### config.mk
export PLATFORM = sky130hd
export DESIGN_NAME = cba_addr_gen
export DESIGN_NICKNAME = d
export VERILOG_FILES = /design/src/logic/cba_pkg.sv /design/src/logic/cba_addr_gen.sv
export VERILOG_INCLUDE_DIRS = /design/src /design/src/logic
export SDC_FILE = /design/constraint.sdc
export NUM_CORES = 1
export LEC_CHECK = 0
export ABC_AREA = 1
export BUFFER_PORTS_ARGS = -buffer_cell sky130_fd_sc_hd__buf_2
export CORE_MARGIN = 5
export CORE_UTILIZATION = 62
export DETAILED_ROUTE_END_ITERATION = 10
export GPL_TIMING_DRIVEN = 0
export PLACE_DENSITY = 0.78
export SLEW_MARGIN = 20
export SYNTH_ARGS = -nofsm -noshare
export SYNTH_HDL_FRONTEND = slang
export SYNTH_SLANG_ARGS = --single-unit
### constraint.sdc
create_clock -name clk_sys -period 5.7 [get_ports clk_sys]
set_input_delay 0.285 -clock clk_sys [delete_from_list [all_inputs] [get_ports clk_sys]]
set_output_delay 0.285 -clock clk_sys [all_outputs]
set_load 0.03 [all_outputs]
### src/logic/cba_map.svh
// Register offsets, field positions and reset values of the address
// generator extensions. Assumes word-indexed register addresses.
`ifndef CBA_MAP_SVH
`define CBA_MAP_SVH

// ----------------------------------------
// Register word indices
// ----------------------------------------
`define CBA_OFS_CONTROL 4'h0
`define CBA_OFS_X_START 4'h1
`define CBA_OFS_X_END 4'h2
`define CBA_OFS_Y_START 4'h3
`define CBA_OFS_Y_END 4'h4
`define CBA_OFS_PIVOT 4'h5
`define CBA_OFS_TABLE_PAGE 4'h6
`define CBA_OFS_WINDOW_PAGE 4'h7
`define CBA_OFS_CORE_CONFIG 4'h8
`define CBA_OFS_STATUS 4'h9

// ----------------------------------------
// Field positions
// ----------------------------------------
`define CBA_XSEL_LO 0
`define CBA_YSEL_LO 4
`define CBA_RSEL_LO 8
`define CBA_X_EN_BIT 15
`define CBA_Y_EN_BIT 14
`define CBA_REV_EN_BIT 15
`define CBA_WIN_EN_BIT 2
`define CBA_CFG_PAGE_BIT 7
`define CBA_SEL_OFF 4'hF

// ----------------------------------------
// Reset values
// ----------------------------------------
`define CBA_RST_WORD 16'h0000
`define CBA_RST_PAGE 8'h00

`endif

### src/logic/cba_pkg.sv
// Types shared by the address generator extensions.
// Assumes the execution logic encodes modes as listed here.
package cba_pkg;

   typedef enum logic [2:0]
   {
      CBA_MODE_INDIRECT,
      CBA_MODE_POST_INC,
      CBA_MODE_POST_DEC,
      CBA_MODE_PRE_INC,
      CBA_MODE_PRE_DEC,
      CBA_MODE_REG_OFFSET
   } cba_mode_t;

   typedef enum logic [1:0]
   {
      CBA_SPACE_X_READ,
      CBA_SPACE_X_WRITE,
      CBA_SPACE_Y
   } cba_space_t;

endpackage

### src/logic/cba_addr_gen.sv
// Circular, bit-reversed and program-space address generation.
// Assumes one access request per cycle from the execution logic and a
// plain register port; all inputs are synchronous to clk_sys.
//
// What this block does
// One circular buffer each, X and Y.
// Power-of-two buffers wrap in both directions.
// Start and end registers per space.
// Buffers up to 32K words long.
// X circular needs select not 15, enable.
// Y circular needs select not 15, enable.
// Overshooting addresses still wrap correctly.
// Write back only for pre/post modify.
// Bit reversal only for X writes.
// Only the modifier is bit reversed.
// Reversal needs select, enable, increment mode.
// Software aligns reversed buffer start address.
// Pivot scaled to byte modifier.
// Byte or other modes give normal addresses.
// Pointer plus reversed pivot, LSB clear.
// Reversal beats circular on X writes.
// Software avoids read after pivot write.
// Sixteen-entry sequence mirrors four bits.
// Table page plus address, bit 7 config.
// Window page plus 15 bits, user only.
// Window needs enable bit and EA bit 15.
// Y circular addresses keep LSB clear.
//
// Decided for this implementation: the address-and-strobe port and the register addresses.
`timescale 1ns/100ps
`include "cba_map.svh"

module cba_addr_gen
   import cba_pkg::*;
(
   // Clock and reset
   input wire logic clk_sys,
   input wire logic rst_n,
   // Register port
   input wire logic [3:0] reg_addr,
   input wire logic [15:0] reg_wdata,
   input wire logic reg_wr,
   input wire logic reg_rd,
   output logic [15:0] reg_rdata,
   // Access request
   input wire logic req_valid,
   input wire cba_space_t req_space,
   input wire cba_mode_t req_mode,
   input wire logic [3:0] req_ptr_idx,
   input wire logic [15:0] req_ptr,
   input wire logic [15:0] req_offset,
   input wire logic req_byte,
   input wire logic req_table,
   // Access result
   output logic ea_valid,
   output logic [15:0] ea,
   output logic ptr_wb_en,
   output logic [15:0] ptr_wb_value,
   output logic circ_applied,
   output logic bitrev_applied,
   // Program-space address
   output logic prog_valid,
   output logic [23:0] prog_addr,
   output logic prog_config_space
);

   // ----------------------------------------
   // Helper functions
   // ----------------------------------------
   function automatic logic [15:0] rev16(input logic [15:0] v);
      logic [15:0] r;
      r = '0;
      for (int i = 0; i < 16; i++)
      begin
         r[i] = v[15 - i];
      end
      return r;
   endfunction

   function automatic logic [15:0] wrap(input logic [15:0] a,
      input logic [15:0] lo, input logic [15:0] hi, input logic up);
      logic [16:0] len;
      logic pow2;
      logic [15:0] r;
      len = {1'b0, hi} - {1'b0, lo} + 17'h00001;
      pow2 = ((len & (len - 17'h00001)) == 17'h00000);
      r = a;
      if ((up || pow2) && (a > hi))
      begin
         r = a - len[15:0];
      end
      else if ((!up || pow2) && (a < lo))
      begin
         r = a + len[15:0];
      end
      return r;
   endfunction

   // ----------------------------------------
   // Register file
   // ----------------------------------------
   logic [15:0] control;
   logic [15:0] x_start;
   logic [15:0] x_end;
   logic [15:0] y_start;
   logic [15:0] y_end;
   logic [15:0] pivot_reg;
   logic [7:0] table_page;
   logic [7:0] window_page;
   logic [15:0] core_config;
   logic [3:0] status;
   logic [15:0] next_control;
   logic [15:0] next_x_start;
   logic [15:0] next_x_end;
   logic [15:0] next_y_start;
   logic [15:0] next_y_end;
   logic [15:0] next_pivot_reg;
   logic [7:0] next_table_page;
   logic [7:0] next_window_page;
   logic [15:0] next_core_config;
   logic [15:0] next_reg_rdata;

   always_comb
   begin
      next_control = control;
      next_x_start = x_start;
      next_x_end = x_end;
      next_y_start = y_start;
      next_y_end = y_end;
      next_pivot_reg = pivot_reg;
      next_table_page = table_page;
      next_window_page = window_page;
      next_core_config = core_config;
      if (reg_wr)
      begin
         unique case (reg_addr)
            `CBA_OFS_CONTROL: next_control = reg_wdata;
            `CBA_OFS_X_START: next_x_start = reg_wdata;
            `CBA_OFS_X_END: next_x_end = reg_wdata;
            `CBA_OFS_Y_START: next_y_start = reg_wdata;
            `CBA_OFS_Y_END: next_y_end = reg_wdata;
            `CBA_OFS_PIVOT: next_pivot_reg = reg_wdata;
            `CBA_OFS_TABLE_PAGE: next_table_page = reg_wdata[7:0];
            `CBA_OFS_WINDOW_PAGE: next_window_page = reg_wdata[7:0];
            `CBA_OFS_CORE_CONFIG: next_core_config = reg_wdata;
            default: ;
         endcase
      end
      next_reg_rdata = '0;
      if (reg_rd)
      begin
         unique case (reg_addr)
            `CBA_OFS_CONTROL: next_reg_rdata = control;
            `CBA_OFS_X_START: next_reg_rdata = x_start;
            `CBA_OFS_X_END: next_reg_rdata = x_end;
            `CBA_OFS_Y_START: next_reg_rdata = y_start;
            `CBA_OFS_Y_END: next_reg_rdata = y_end;
            `CBA_OFS_PIVOT: next_reg_rdata = pivot_reg;
            `CBA_OFS_TABLE_PAGE: next_reg_rdata = {8'h00, table_page};
            `CBA_OFS_WINDOW_PAGE: next_reg_rdata = {8'h00, window_page};
            `CBA_OFS_CORE_CONFIG: next_reg_rdata = core_config;
            `CBA_OFS_STATUS: next_reg_rdata = {12'h000, status};
            default: next_reg_rdata = '0;
         endcase
      end
   end

   always_ff @(posedge clk_sys or negedge rst_n)
   begin
      if (!rst_n)
      begin
         control <= `CBA_RST_WORD;
         x_start <= `CBA_RST_WORD;
         x_end <= `CBA_RST_WORD;
         y_start <= `CBA_RST_WORD;
         y_end <= `CBA_RST_WORD;
         pivot_reg <= `CBA_RST_WORD;
         table_page <= `CBA_RST_PAGE;
         window_page <= `CBA_RST_PAGE;
         core_config <= `CBA_RST_WORD;
         reg_rdata <= `CBA_RST_WORD;
      end
      else
      begin
         control <= next_control;
         x_start <= next_x_start;
         x_end <= next_x_end;
         y_start <= next_y_start;
         y_end <= next_y_end;
         pivot_reg <= next_pivot_reg;
         table_page <= next_table_page;
         window_page <= next_window_page;
         core_config <= next_core_config;
         reg_rdata <= next_reg_rdata;
      end
   end

   // ----------------------------------------
   // Address computation
   // ----------------------------------------
   logic [3:0] x_sel;
   logic [3:0] y_sel;
   logic [3:0] rev_sel;
   logic x_circ_on;
   logic y_circ_on;
   logic rev_on;
   logic is_x;
   logic inc_mode;

   assign x_sel = control[`CBA_XSEL_LO +: 4];
   assign y_sel = control[`CBA_YSEL_LO +: 4];
   assign rev_sel = control[`CBA_RSEL_LO +: 4];
   assign is_x = (req_space != CBA_SPACE_Y);
   assign inc_mode = (req_mode == CBA_MODE_PRE_INC)
      || (req_mode == CBA_MODE_POST_INC);
   // One buffer serves X reads and X writes; Y has its own.
   assign x_circ_on = is_x && (x_sel != `CBA_SEL_OFF)
      && control[`CBA_X_EN_BIT] && (req_ptr_idx == x_sel);
   assign y_circ_on = !is_x && (y_sel != `CBA_SEL_OFF)
      && control[`CBA_Y_EN_BIT] && (req_ptr_idx == y_sel);
   assign rev_on = (req_space == CBA_SPACE_X_WRITE)
      && (rev_sel != `CBA_SEL_OFF) && pivot_reg[`CBA_REV_EN_BIT]
      && inc_mode && !req_byte && (req_ptr_idx == rev_sel);

   logic [15:0] next_ea;
   logic [15:0] next_wb_value;
   logic next_wb_en;
   logic next_circ;
   logic next_rev;
   logic next_prog_valid;
   logic [23:0] next_prog_addr;
   logic next_prog_cfg;
   logic next_win;

   always_comb
   begin
      logic [15:0] moved;
      logic [15:0] fixed;
      logic [15:0] rev_mod;
      logic up;
      logic pre;
      moved = req_ptr;
      fixed = req_ptr;
      rev_mod = {pivot_reg[14:0], 1'b0};
      up = 1'b1;
      pre = 1'b0;
      next_wb_en = 1'b0;
      unique case (req_mode)
         CBA_MODE_INDIRECT:
         begin
            moved = req_ptr;
         end
         CBA_MODE_POST_INC:
         begin
            moved = req_ptr + req_offset;
            next_wb_en = 1'b1;
         end
         CBA_MODE_POST_DEC:
         begin
            moved = req_ptr - req_offset;
            up = 1'b0;
            next_wb_en = 1'b1;
         end
         CBA_MODE_PRE_INC:
         begin
            moved = req_ptr + req_offset;
            pre = 1'b1;
            next_wb_en = 1'b1;
         end
         CBA_MODE_PRE_DEC:
         begin
            moved = req_ptr - req_offset;
            up = 1'b0;
            pre = 1'b1;
            next_wb_en = 1'b1;
         end
         CBA_MODE_REG_OFFSET:
         begin
            moved = req_ptr + req_offset;
            up = !req_offset[15];
            pre = 1'b1;
         end
         default:
         begin
            moved = req_ptr;
         end
      endcase
      next_circ = 1'b0;
      next_rev = 1'b0;
      fixed = moved;
      if (rev_on)
      begin
         // Carry runs toward bit 0; pointer stays in normal order.
         fixed = rev16(rev16(req_ptr) + rev16(rev_mod));
         fixed[0] = 1'b0;
         next_rev = 1'b1;
      end
      else if (x_circ_on)
      begin
         fixed = wrap(moved, x_start, x_end, up);
         next_circ = (req_mode != CBA_MODE_INDIRECT);
      end
      else if (y_circ_on)
      begin
         fixed = wrap(moved, y_start, y_end, up);
         fixed[0] = 1'b0;
         next_circ = (req_mode != CBA_MODE_INDIRECT);
      end
      next_ea = pre ? fixed : req_ptr;
      if (!is_x && y_circ_on)
      begin
         next_ea[0] = 1'b0;
      end
      next_wb_value = fixed;
      next_prog_valid = 1'b0;
      next_prog_addr = '0;
      next_prog_cfg = 1'b0;
      next_win = 1'b0;
      if (req_table)
      begin
         next_prog_valid = 1'b1;
         next_prog_addr = {table_page, next_ea};
         next_prog_cfg = table_page[`CBA_CFG_PAGE_BIT];
      end
      else if (core_config[`CBA_WIN_EN_BIT] && next_ea[15]
         && (req_space != CBA_SPACE_X_WRITE))
      begin
         next_prog_valid = 1'b1;
         next_prog_addr = {1'b0, window_page, next_ea[14:0]};
         next_win = 1'b1;
      end
   end

   always_ff @(posedge clk_sys or negedge rst_n)
   begin
      if (!rst_n)
      begin
         ea_valid <= 1'b0;
         ea <= 16'h0000;
         ptr_wb_en <= 1'b0;
         ptr_wb_value <= 16'h0000;
         circ_applied <= 1'b0;
         bitrev_applied <= 1'b0;
         prog_valid <= 1'b0;
         prog_addr <= 24'h000000;
         prog_config_space <= 1'b0;
         status <= 4'h0;
      end
      else
      begin
         ea_valid <= req_valid;
         ea <= next_ea;
         ptr_wb_en <= req_valid && next_wb_en;
         ptr_wb_value <= next_wb_value;
         circ_applied <= req_valid && next_circ;
         bitrev_applied <= req_valid && next_rev;
         prog_valid <= req_valid && next_prog_valid;
         prog_addr <= next_prog_addr;
         prog_config_space <= req_valid && next_prog_cfg;
         if (req_valid)
         begin
            status <= {next_prog_cfg, next_win, next_rev, next_circ};
         end
      end
   end
endmodule

==> results.yml, run 1 <==
timing:
  hold_viol: 0
  period_needed_ns: 5.40
  report.final.slew_viol_count: 0
  finalSetupViolations: 0
  slew-limit-headroom_pct: 23.1
  final.setup.worst_slack_ns: 0.299
  fin_setup_tns_ns: 0
  finalClockSkew_ns: 0.0199
  hold_ws_ns: 0.0166
  min_period_over_period_pct: 94.8
  max_freq_ghz: 0.185
  tightest_slew_ns: 1.15
yosys:
  ys_seq_area_share_pct: 27.7
  yosysMostFrequentCell: "nand2_1"
  synthTopCellsByCount: "805 x nand2_1, 440 x inv_1, 219 x o21ai_0"
  ys_async_sr_fraction_pct: 100
  yosysTopAreaCellShare_pct: 27.7
  synth_fp_nets: 3075
  yosys_warnings: 0
  yosys-top-cells-area: "dfrtp_1 28%, nand2_1 16%, ha_1 13%"
  synth_seq_cells: 210
  ys_types: 52
  synth_area_um2: 18900
  syn_inst: 2795
  synth_ff_type: "dfrtp_1"
  yosys.area.top_type: "dfrtp_1"
  synth_edf_count: 0
  avgSynthCellArea_um2: 6.78
worst_setup_path:
  crit_top_cell: "nand2_1"
  end_kind: "flip-flop"
  worst-path-max-fanout: 10
  endpoint: "prog_addr[22]"
  slowest_delay_ns: 0.48
  critPathKind: "primary input to flip-flop"
  arrival_ns: 5.87
  reg2reg_slack_ns: 0.53
  r2r-start: "y_end[1]"
  rr_worst_depth: 32
  cpMaxStageDelayCell: "o21ai_0"
  worst_setup_path_start_kind: "primary input"
  r2r-end: "prog_addr[5]"
  startpoint: "req_mode[1]"
  crit_required_ns: 6.17
power:
  vdd_drop_max_uv: 324
  fin_total_pwr_mw: 10.8
  power.leakage_nw: 11.7
  p_per_area_nw_per_um2: 509
cells_and_area:
  fill_cells: 2564
  stdcell_area_um2: 21300
  regMostFlops: "prog_addr"
  layout-drive-gt1-share_pct: 10.8
  nets: 3256
  area_growth_pct: 12.2
  final_util_pct: 70.1
  fin_cells: 3387
  largest_register_ffs: 24
placement:
  placedCellCount: 3340
  portBuffers: 143
  place_hpwl_um: 55800
  dp_slack_ns: -1.05
  place.gp.congestion: 1.04
  place_area_um2: 20300
clock_network:
  clock_sinks: 210
  clock_latency_ns: 0.55
  clk_pin_slew_ns: 0.06
  clockBufferDepth: 3
  numCtsBuffers: 23
  cts_tree: "done"
  cts_htree_levels: 1
  root_buffer: "clkbuf_16"
floorplan:
  ios: 146
  dieArea_um2: 34200
  die_w_um: 185
  start_util_pct: 62.4
  rows: 64
  die_y_um: 185
  core_um2: 30300
job:
  drv_cap: 0
global_routing:
  grt_antenna_before_repair: 2
  grt_pass1_vias: 19712
  grt_max_degree: 100
  overflow: 0
  grt_pass1_wl_um: 108000
  grt_use_total_pct: 40.7
routing:
  vias: 20613
  wirelength_um: 71000
  routed_via_density: 6.09
  drt-pass1-iter-count: 7
  wire_per_inst_um: 21.0
  ant_nets: 0
  drc: 0
  drt_iter0_drc: 2552
run_status:
  status: "finished, final reports clean"
min_path:
  min_path_type: "primary input to flip-flop"
-- power by group --
part | total [mW] | switching, mW | leakage, nW | internal, mW
logic | 7.34 | 4.96 | 8.67 | 2.38
registers | 1.99 | 0.245 | 2.66 | 1.75
clock network | 1.50 | 0.642 | 0.367 | 0.855
-- worst min path at each step --
stage / from / endpoint / slack (ns) / cells after the start
CTS: reg_rd / reg_rdata[0] / 0.01 / 3
global placement: y_start[14] / y_start[14] / 0.47 / 2
global route: reg_rd / reg_rdata[1] / 0.04 / 3
floorplan: rst_n / bitrev_applied / -0.01 / 0
detailed placement: rst_n / prog_addr[2] / 0.18 / 1
finish: reg_rd / reg_rdata[0] / 0.02 / 3
-- worst max-delay path, delay by kind of cell --
kind	cells	cell delay [ns]
xor+xnor	2	0.48
fa+ha+maj	2	0.75
compound gates	6	1.67
buf+inv	8	1.15
simple gates	13	1.53
-- logic make-up after synthesis --
| logic type | share of synthesized area, % |
|---|---|
| and+or+nand+nor | 28.8 |
| buffers and inverters | 10.5 |
| adders and majority gates | 14.3 |
| AOI/OAI and AO/OA | 14.7 |
| DFF | 27.7 |
| xor gates and xnor gates | 3.83 |
-- cell usage in the layout (no fill, tap or decap), types with 23 or more instances in the layout --
cell type and instances:
nand3_1 175, nand4_1 38, xor2_1 66, inv_1 433, dfrtp_1 210, nand2_1 803
nor2_1 149, ha_1 199, clkbuf_1 43, a21oi_1 144, buf_2 148, clkbuf_16 23
o21ai_0 212
-- cell type report --
| class | instances | area, um2 | area share [%] |
|---|---|---|---|
| clock inverter | 7 | 86.3 | 0.406 |
| multi-input combinational | 2070 | 11800 | 55.7 |
| timing repair buffer | 163 | 940 | 4.42 |
| clock buffer | 31 | 656 | 3.08 |
| inverter | 452 | 1700 | 7.98 |
| antenna | 2 | 5.00 | 0.0235 |
| sequential | 210 | 5260 | 24.7 |
| tap | 396 | 495 | 2.33 |
| buffer | 56 | 279 | 1.31 |
-- layer usage --
layer / track usage [%] / routed length (um)
met1: 50.8 / 26300
met3: 8.11 / 8010
met4: 25.9 / 5910
met2: 64.7 / 30800
met5: 0 / 0
-- timing repair --
item	in CTS	in global routing
hold buffers	2	0
setup buffers	3	9
setup endpoints to repair	44	55
pin swaps	0	4
gates resized for setup	7	38
endpoints found under the hold margin	51	0
No activity file was read; power rests on OpenSTA's default activity.
==> run 2: changes to the inputs <==
Settings changed: CELL_PAD_IN_SITES_DETAIL_PLACEMENT set to 0, CELL_PAD_IN_SITES_GLOBAL_PLACEMENT set to 1, CORE_UTILIZATION 62 to 45.
==> results.yml, run 2 (synthesis gave the netlist of run 1 again) <==
run_status:
  status: "finished, final reports clean"
timing:
  fin_setup_tns_ns: 0
  rsz0062_at_grt: "false"
  min_period_over_period_pct: 94.3
  tightest_slew_ns: 1.09
  max_freq_ghz: 0.186
  finalSetupViolations: 0
  report.final.slew_viol_count: 0
  period_needed_ns: 5.38
  finalClockSkew_ns: 0.0158
  slew-limit-headroom_pct: 27.2
  hold_viol: 0
worst_setup_path:
  crit_top_cell: "nand2_1"
  cp.buffers_inverters: 7
  r2r-start: "y_end[1]"
  cpMaxStageDelayCell: "fa_1"
  startpoint: "req_mode[1]"
  worst-path-max-fanout: 12
  end_kind: "flip-flop"
  reg2reg_slack_ns: 0.44
  worst_setup_path_start_kind: "primary input"
  arrival_ns: 5.81
  path_delay_family: "compound AO/OA/AOI/OAI gates"
  crit_required_ns: 6.14
  critPathKind: "primary input to flip-flop"
  rr_worst_depth: 32
  r2r-end: "prog_addr[16]"
  slowest_delay_ns: 0.56
cells_and_area:
  multi_input_area_um2: 11900
  fill_cells: 4218
  ff_latch_area_um2: 5260
  nets: 3261
  area_growth_pct: 14.5
  regMostFlops: "prog_addr"
  layout_common_cells: "803 x nand2_1, 433 x inv_1, 213 x o21ai_0"
  layout-drive-gt1-share_pct: 11.0
  fin_cells: 3537
  largest_register_ffs: 24
  diodes: 0
  layout_commonest_cell: "nand2_1"
routing:
  drt_iter0_drc: 1656
  wire_per_inst_um: 21.3
  drc: 0
  ant_nets: 0
  routed_via_density: 5.54
  drt-pass1-iter-count: 6
  vias: 19592
  wirelength_um: 75400
floorplan:
  dieArea_um2: 46300
  die_w_um: 215
  die_y_um: 215
  rows: 75
  core_um2: 41800
  ios: 146
  start_util_pct: 45.4
min_path:
  worstHoldStart: "req_ptr[3]"
  hold-path-endpoint: "ea[3]"
  min_path_type: "primary input to flip-flop"
  hold_depth: 3
placement:
  place.gp.congestion: 1.01
  placedCellCount: 3483
  place_hpwl_um: 60600
  portBuffers: 143
power:
  power.leakage_nw: 11.8
  p_per_area_nw_per_um2: 517
  vdd_drop_max_uv: 263
job:
  drv_cap: 0
global_routing:
  grt_pass1_vias: 18868
  grt_max_degree: 99
  grt_antenna_before_repair: 2
  grt_pass1_wl_um: 113000
  overflow: 0
  grt_use_total_pct: 31.4
clock_network:
  cts_tree: "done"
  clock_latency_ns: 0.56
  root_buffer: "clkbuf_16"
  clk_pin_slew_ns: 0.06
  cts_htree_levels: 1
  clock_sinks: 210
  clockBufferDepth: 3
  numCtsBuffers: 25
==> run 2: changes by cell type in the layout (fill, tap and decap cells not counted), moves of 2 or more <==
cell,previous run,this run
clkinv_4,2,0
buf_4,14,16
inv_8,0,2
clkbuf_16,23,25
diode_2,2,0
buf_2,148,150
buf_8,3,1
bufinv_16,1,7
clkbuf_8,5,3
==> run 2: how the worst max path moves through the flow <==
stage          cells after the start  slack (ns)             to
2_1_floorplan                     34        0.48  prog_addr[10]
4_1_cts                           37        0.01  prog_addr[16]
3_5_place_dp                      39       -1.58  prog_addr[19]
5_1_grt                           38        0.01          ea[9]
3_3_place_gp                      35       -2.76  prog_addr[17]
6_report                          29        0.32  prog_addr[12]
==> run 2: stage by stage <==
stage / instance area [um2] / power (mW) / hold WS [ns] / worst slack [ns] / utilization, %
2_1_floorplan: 18900 / 7.00 / -0.0106 / 0.475 / -
3_3_place_gp: 20300 / 9.08 / 0.465 / -2.76 / 48.7
3_5_place_dp: 20500 / 9.16 / 0.215 / -1.58 / 49.1
4_1_cts: 21600 / 11.1 / 0.0653 / 0.0106 / 51.8
5_1_grt: 21700 / 12.2 / 0.0831 / 0.0114 / 51.9
6_report: 21700 / 11.2 / 0.0835 / 0.325 / 51.9
==> run 2: power by group <==
group | leakage [nW] | total (mW) | switching [mW] | internal, mW
Combinational | 8.69 | 7.37 | 4.99 | 2.38
Sequential | 2.66 | 1.99 | 0.245 | 1.75
Clock | 0.465 | 1.86 | 0.691 | 1.17
Total | 11.8 | 11.2 | 5.92 | 5.30
==> run 2: worst register-to-register path, delay by kind of cell (launching register included) <==
family        cells  cell delay (ns)
flops             1             0.40
buf+inv           6             0.60
fa+ha+maj         4             1.48
simple gates     22             2.74
==> run 2: layout make-up <==
class                   instances  area share [%]
multi-input cells            2070            54.7
flip-flops and latches        210            24.2
inverters                     452            7.83
repair buffers                167            4.48
clock buffers                  30            3.11
well taps                     539            3.11
clock inverters                14            1.29
plain buffers                  55            1.26
==> run 2: metal layers <==
| metal | track usage [%] | wire [um] | up-vias | share of wire, % |
|---|---|---|---|---|
| met3 | 5.09 | 5230 | 189 | 6.9 |
| met5 | 0 | 27 | - | 0.036 |
| li1 | - | - | 9459 | - |
| met4 | 13.2 | 3930 | 4 | 5.2 |
| met2 | 51.7 | 34000 | 729 | 45 |
| met1 | 41.2 | 32200 | 9211 | 43 |
==> run 2: repair_timing <==
| item | 4_1_cts | 5_1_grt |
|---|---|---|
| endpoints found under the setup margin | 57 | 55 |
| pin swaps | 1 | 5 |
| hold endpoints to repair | 54 | 0 |
| resized for setup | 12 | 30 |
| hold buffers | 3 | 0 |
| buffers inserted | 14 | 1 |
==> run 3: changes to the inputs <==
Settings changed: CORE_MARGIN 5 to unset.
==> results.yml, run 3 (synthesis gave the netlist of run 1 again) <==
placement:
  portBuffers: 143
  place_hpwl_um: 59600
  place.gp.congestion: 1.01
  placedCellCount: 3475
routing:
  routed_via_density: 5.59
  wirelength_um: 75000
  vias: 19805
  ant_nets: 0
  drt-pass1-iter-count: 8
  wire_per_inst_um: 21.2
  drc: 0
  drt_iter0_drc: 1867
timing:
  finalClockSkew_ns: 0.0275
  rsz0062_at_grt: "false"
  min_period_over_period_pct: 95.9
  hold_viol: 0
  tightest_slew_ns: 1.13
  max_freq_ghz: 0.183
  report.final.slew_viol_count: 0
  slew-limit-headroom_pct: 23.9
  fin_setup_tns_ns: 0
  period_needed_ns: 5.47
  finalSetupViolations: 0
global_routing:
  overflow: 0
  grt_antenna_before_repair: 2
  grt_pass1_vias: 18642
  grt_max_degree: 100
  grt_use_total_pct: 34.4
  grt_pass1_wl_um: 112000
worst_setup_path:
  crit_top_cell: "nand3_1"
  slowest_delay_ns: 0.47
  critPathKind: "primary input to flip-flop"
  cpMaxStageDelayCell: "ha_1"
  rr_worst_depth: 33
  arrival_ns: 5.90
  end_kind: "flip-flop"
  r2r-end: "prog_addr[20]"
  worst_setup_path_start_kind: "primary input"
  worst-path-max-fanout: 10
  crit_required_ns: 6.14
  r2r-start: "y_end[1]"
  reg2reg_slack_ns: 0.45
floorplan:
  ios: 146
  rows: 74
  die_y_um: 207
  core_um2: 41200
  dieArea_um2: 42900
  die_w_um: 207
  start_util_pct: 46.0
run_status:
  status: "finished, final reports clean"
clock_network:
  cts_tree: "done"
  clockBufferDepth: 3
  numCtsBuffers: 25
  clock_latency_ns: 0.57
  cts_htree_levels: 1
  root_buffer: "clkbuf_16"
  clk_pin_slew_ns: 0.06
  clock_sinks: 210
min_path:
  hold_depth: 3
  min_path_type: "primary input to flip-flop"
  worstHoldStart: "req_ptr[3]"
  hold-path-endpoint: "ea[3]"
cells_and_area:
  fin_cells: 3540
  diodes: 0
  layout_commonest_cell: "nand2_1"
  largest_register_ffs: 24
  area_growth_pct: 14.3
  layout_common_cells: "803 x nand2_1, 434 x inv_1, 215 x o21ai_0"
  nets: 3269
  regMostFlops: "prog_addr"
  layout-drive-gt1-share_pct: 11.0
job:
  drv_cap: 0
power:
  p_per_area_nw_per_um2: 517
  power.leakage_nw: 11.8
  vdd_drop_max_uv: 281
-- run 3: through the flow --
step	hold slack (ns)	setup WS, ns	util (%)	power, mW	area, um2
final	0.0844	0.234	52.6	11.2	21700
after global routing	0.0811	0.00311	52.6	12.1	21700
after CTS	0.0561	0.0488	52.3	11.1	21600
after detailed placement	0.214	-1.52	49.7	9.16	20500
after global placement	0.466	-2.89	49.3	9.09	20300
after floorplan	-0.0106	0.475	-	7.00	18900
-- run 3: how the worst max path moves through the flow --
stage	cells after the start	slack, ns	from	end
2_1_floorplan	34	0.48	req_mode[2]	prog_addr[10]
3_3_place_gp	35	-2.89	req_mode[2]	prog_addr[19]
3_5_place_dp	37	-1.52	req_mode[2]	prog_addr[20]
4_1_cts	36	0.05	req_mode[2]	prog_addr[20]
5_1_grt	30	0.003	req_mode[2]	prog_addr[12]
6_report	31	0.23	req_mode[2]	prog_addr[12]
-- run 3: layout make-up --
cell class	count	area (um2)
clock buffer	29	671
tap	532	666
buffer	58	283
sequential	210	5260
timing repair buffer	172	1000
fill	4208	19600
clock inverter	17	255
inverter	452	1700
multi-input combinational	2070	11800
-- run 3: worst max-delay path, delay by kind of cell --
family	cells	cell delay (ns)
adders and majority gates	2	0.83
and+or+nand+nor	14	1.48
buffers and inverters	7	1.25
AOI/OAI and AO/OA	6	1.62
xor gates and xnor gates	2	0.42
-- run 3: layer usage --
metal / vias up / track usage [%] / wire length [um]
met5: - / 0 / 0
li1: 9492 / - / -
met4: 0 / 17.2 / 4440
met1: 9298 / 44.8 / 32000
met2: 818 / 56.4 / 33800
met3: 197 / 4.32 / 4840
-- run 3: power breakdown --
part,internal (mW),switching [mW]
clock,1.09,0.715
sequential,1.75,0.243
combinational,2.37,5.03
total,5.20,5.99
-- run 3: what timing repair did --
| item | CTS | global route |
|---|---|---|
| gates resized for setup | 14 | 13 |
| buffers inserted | 15 | 6 |
| hold endpoints to repair | 57 | 0 |
| hold buffers | 3 | 0 |
| endpoints found under the setup margin | 56 | 43 |
| pin swaps | 3 | 5 |
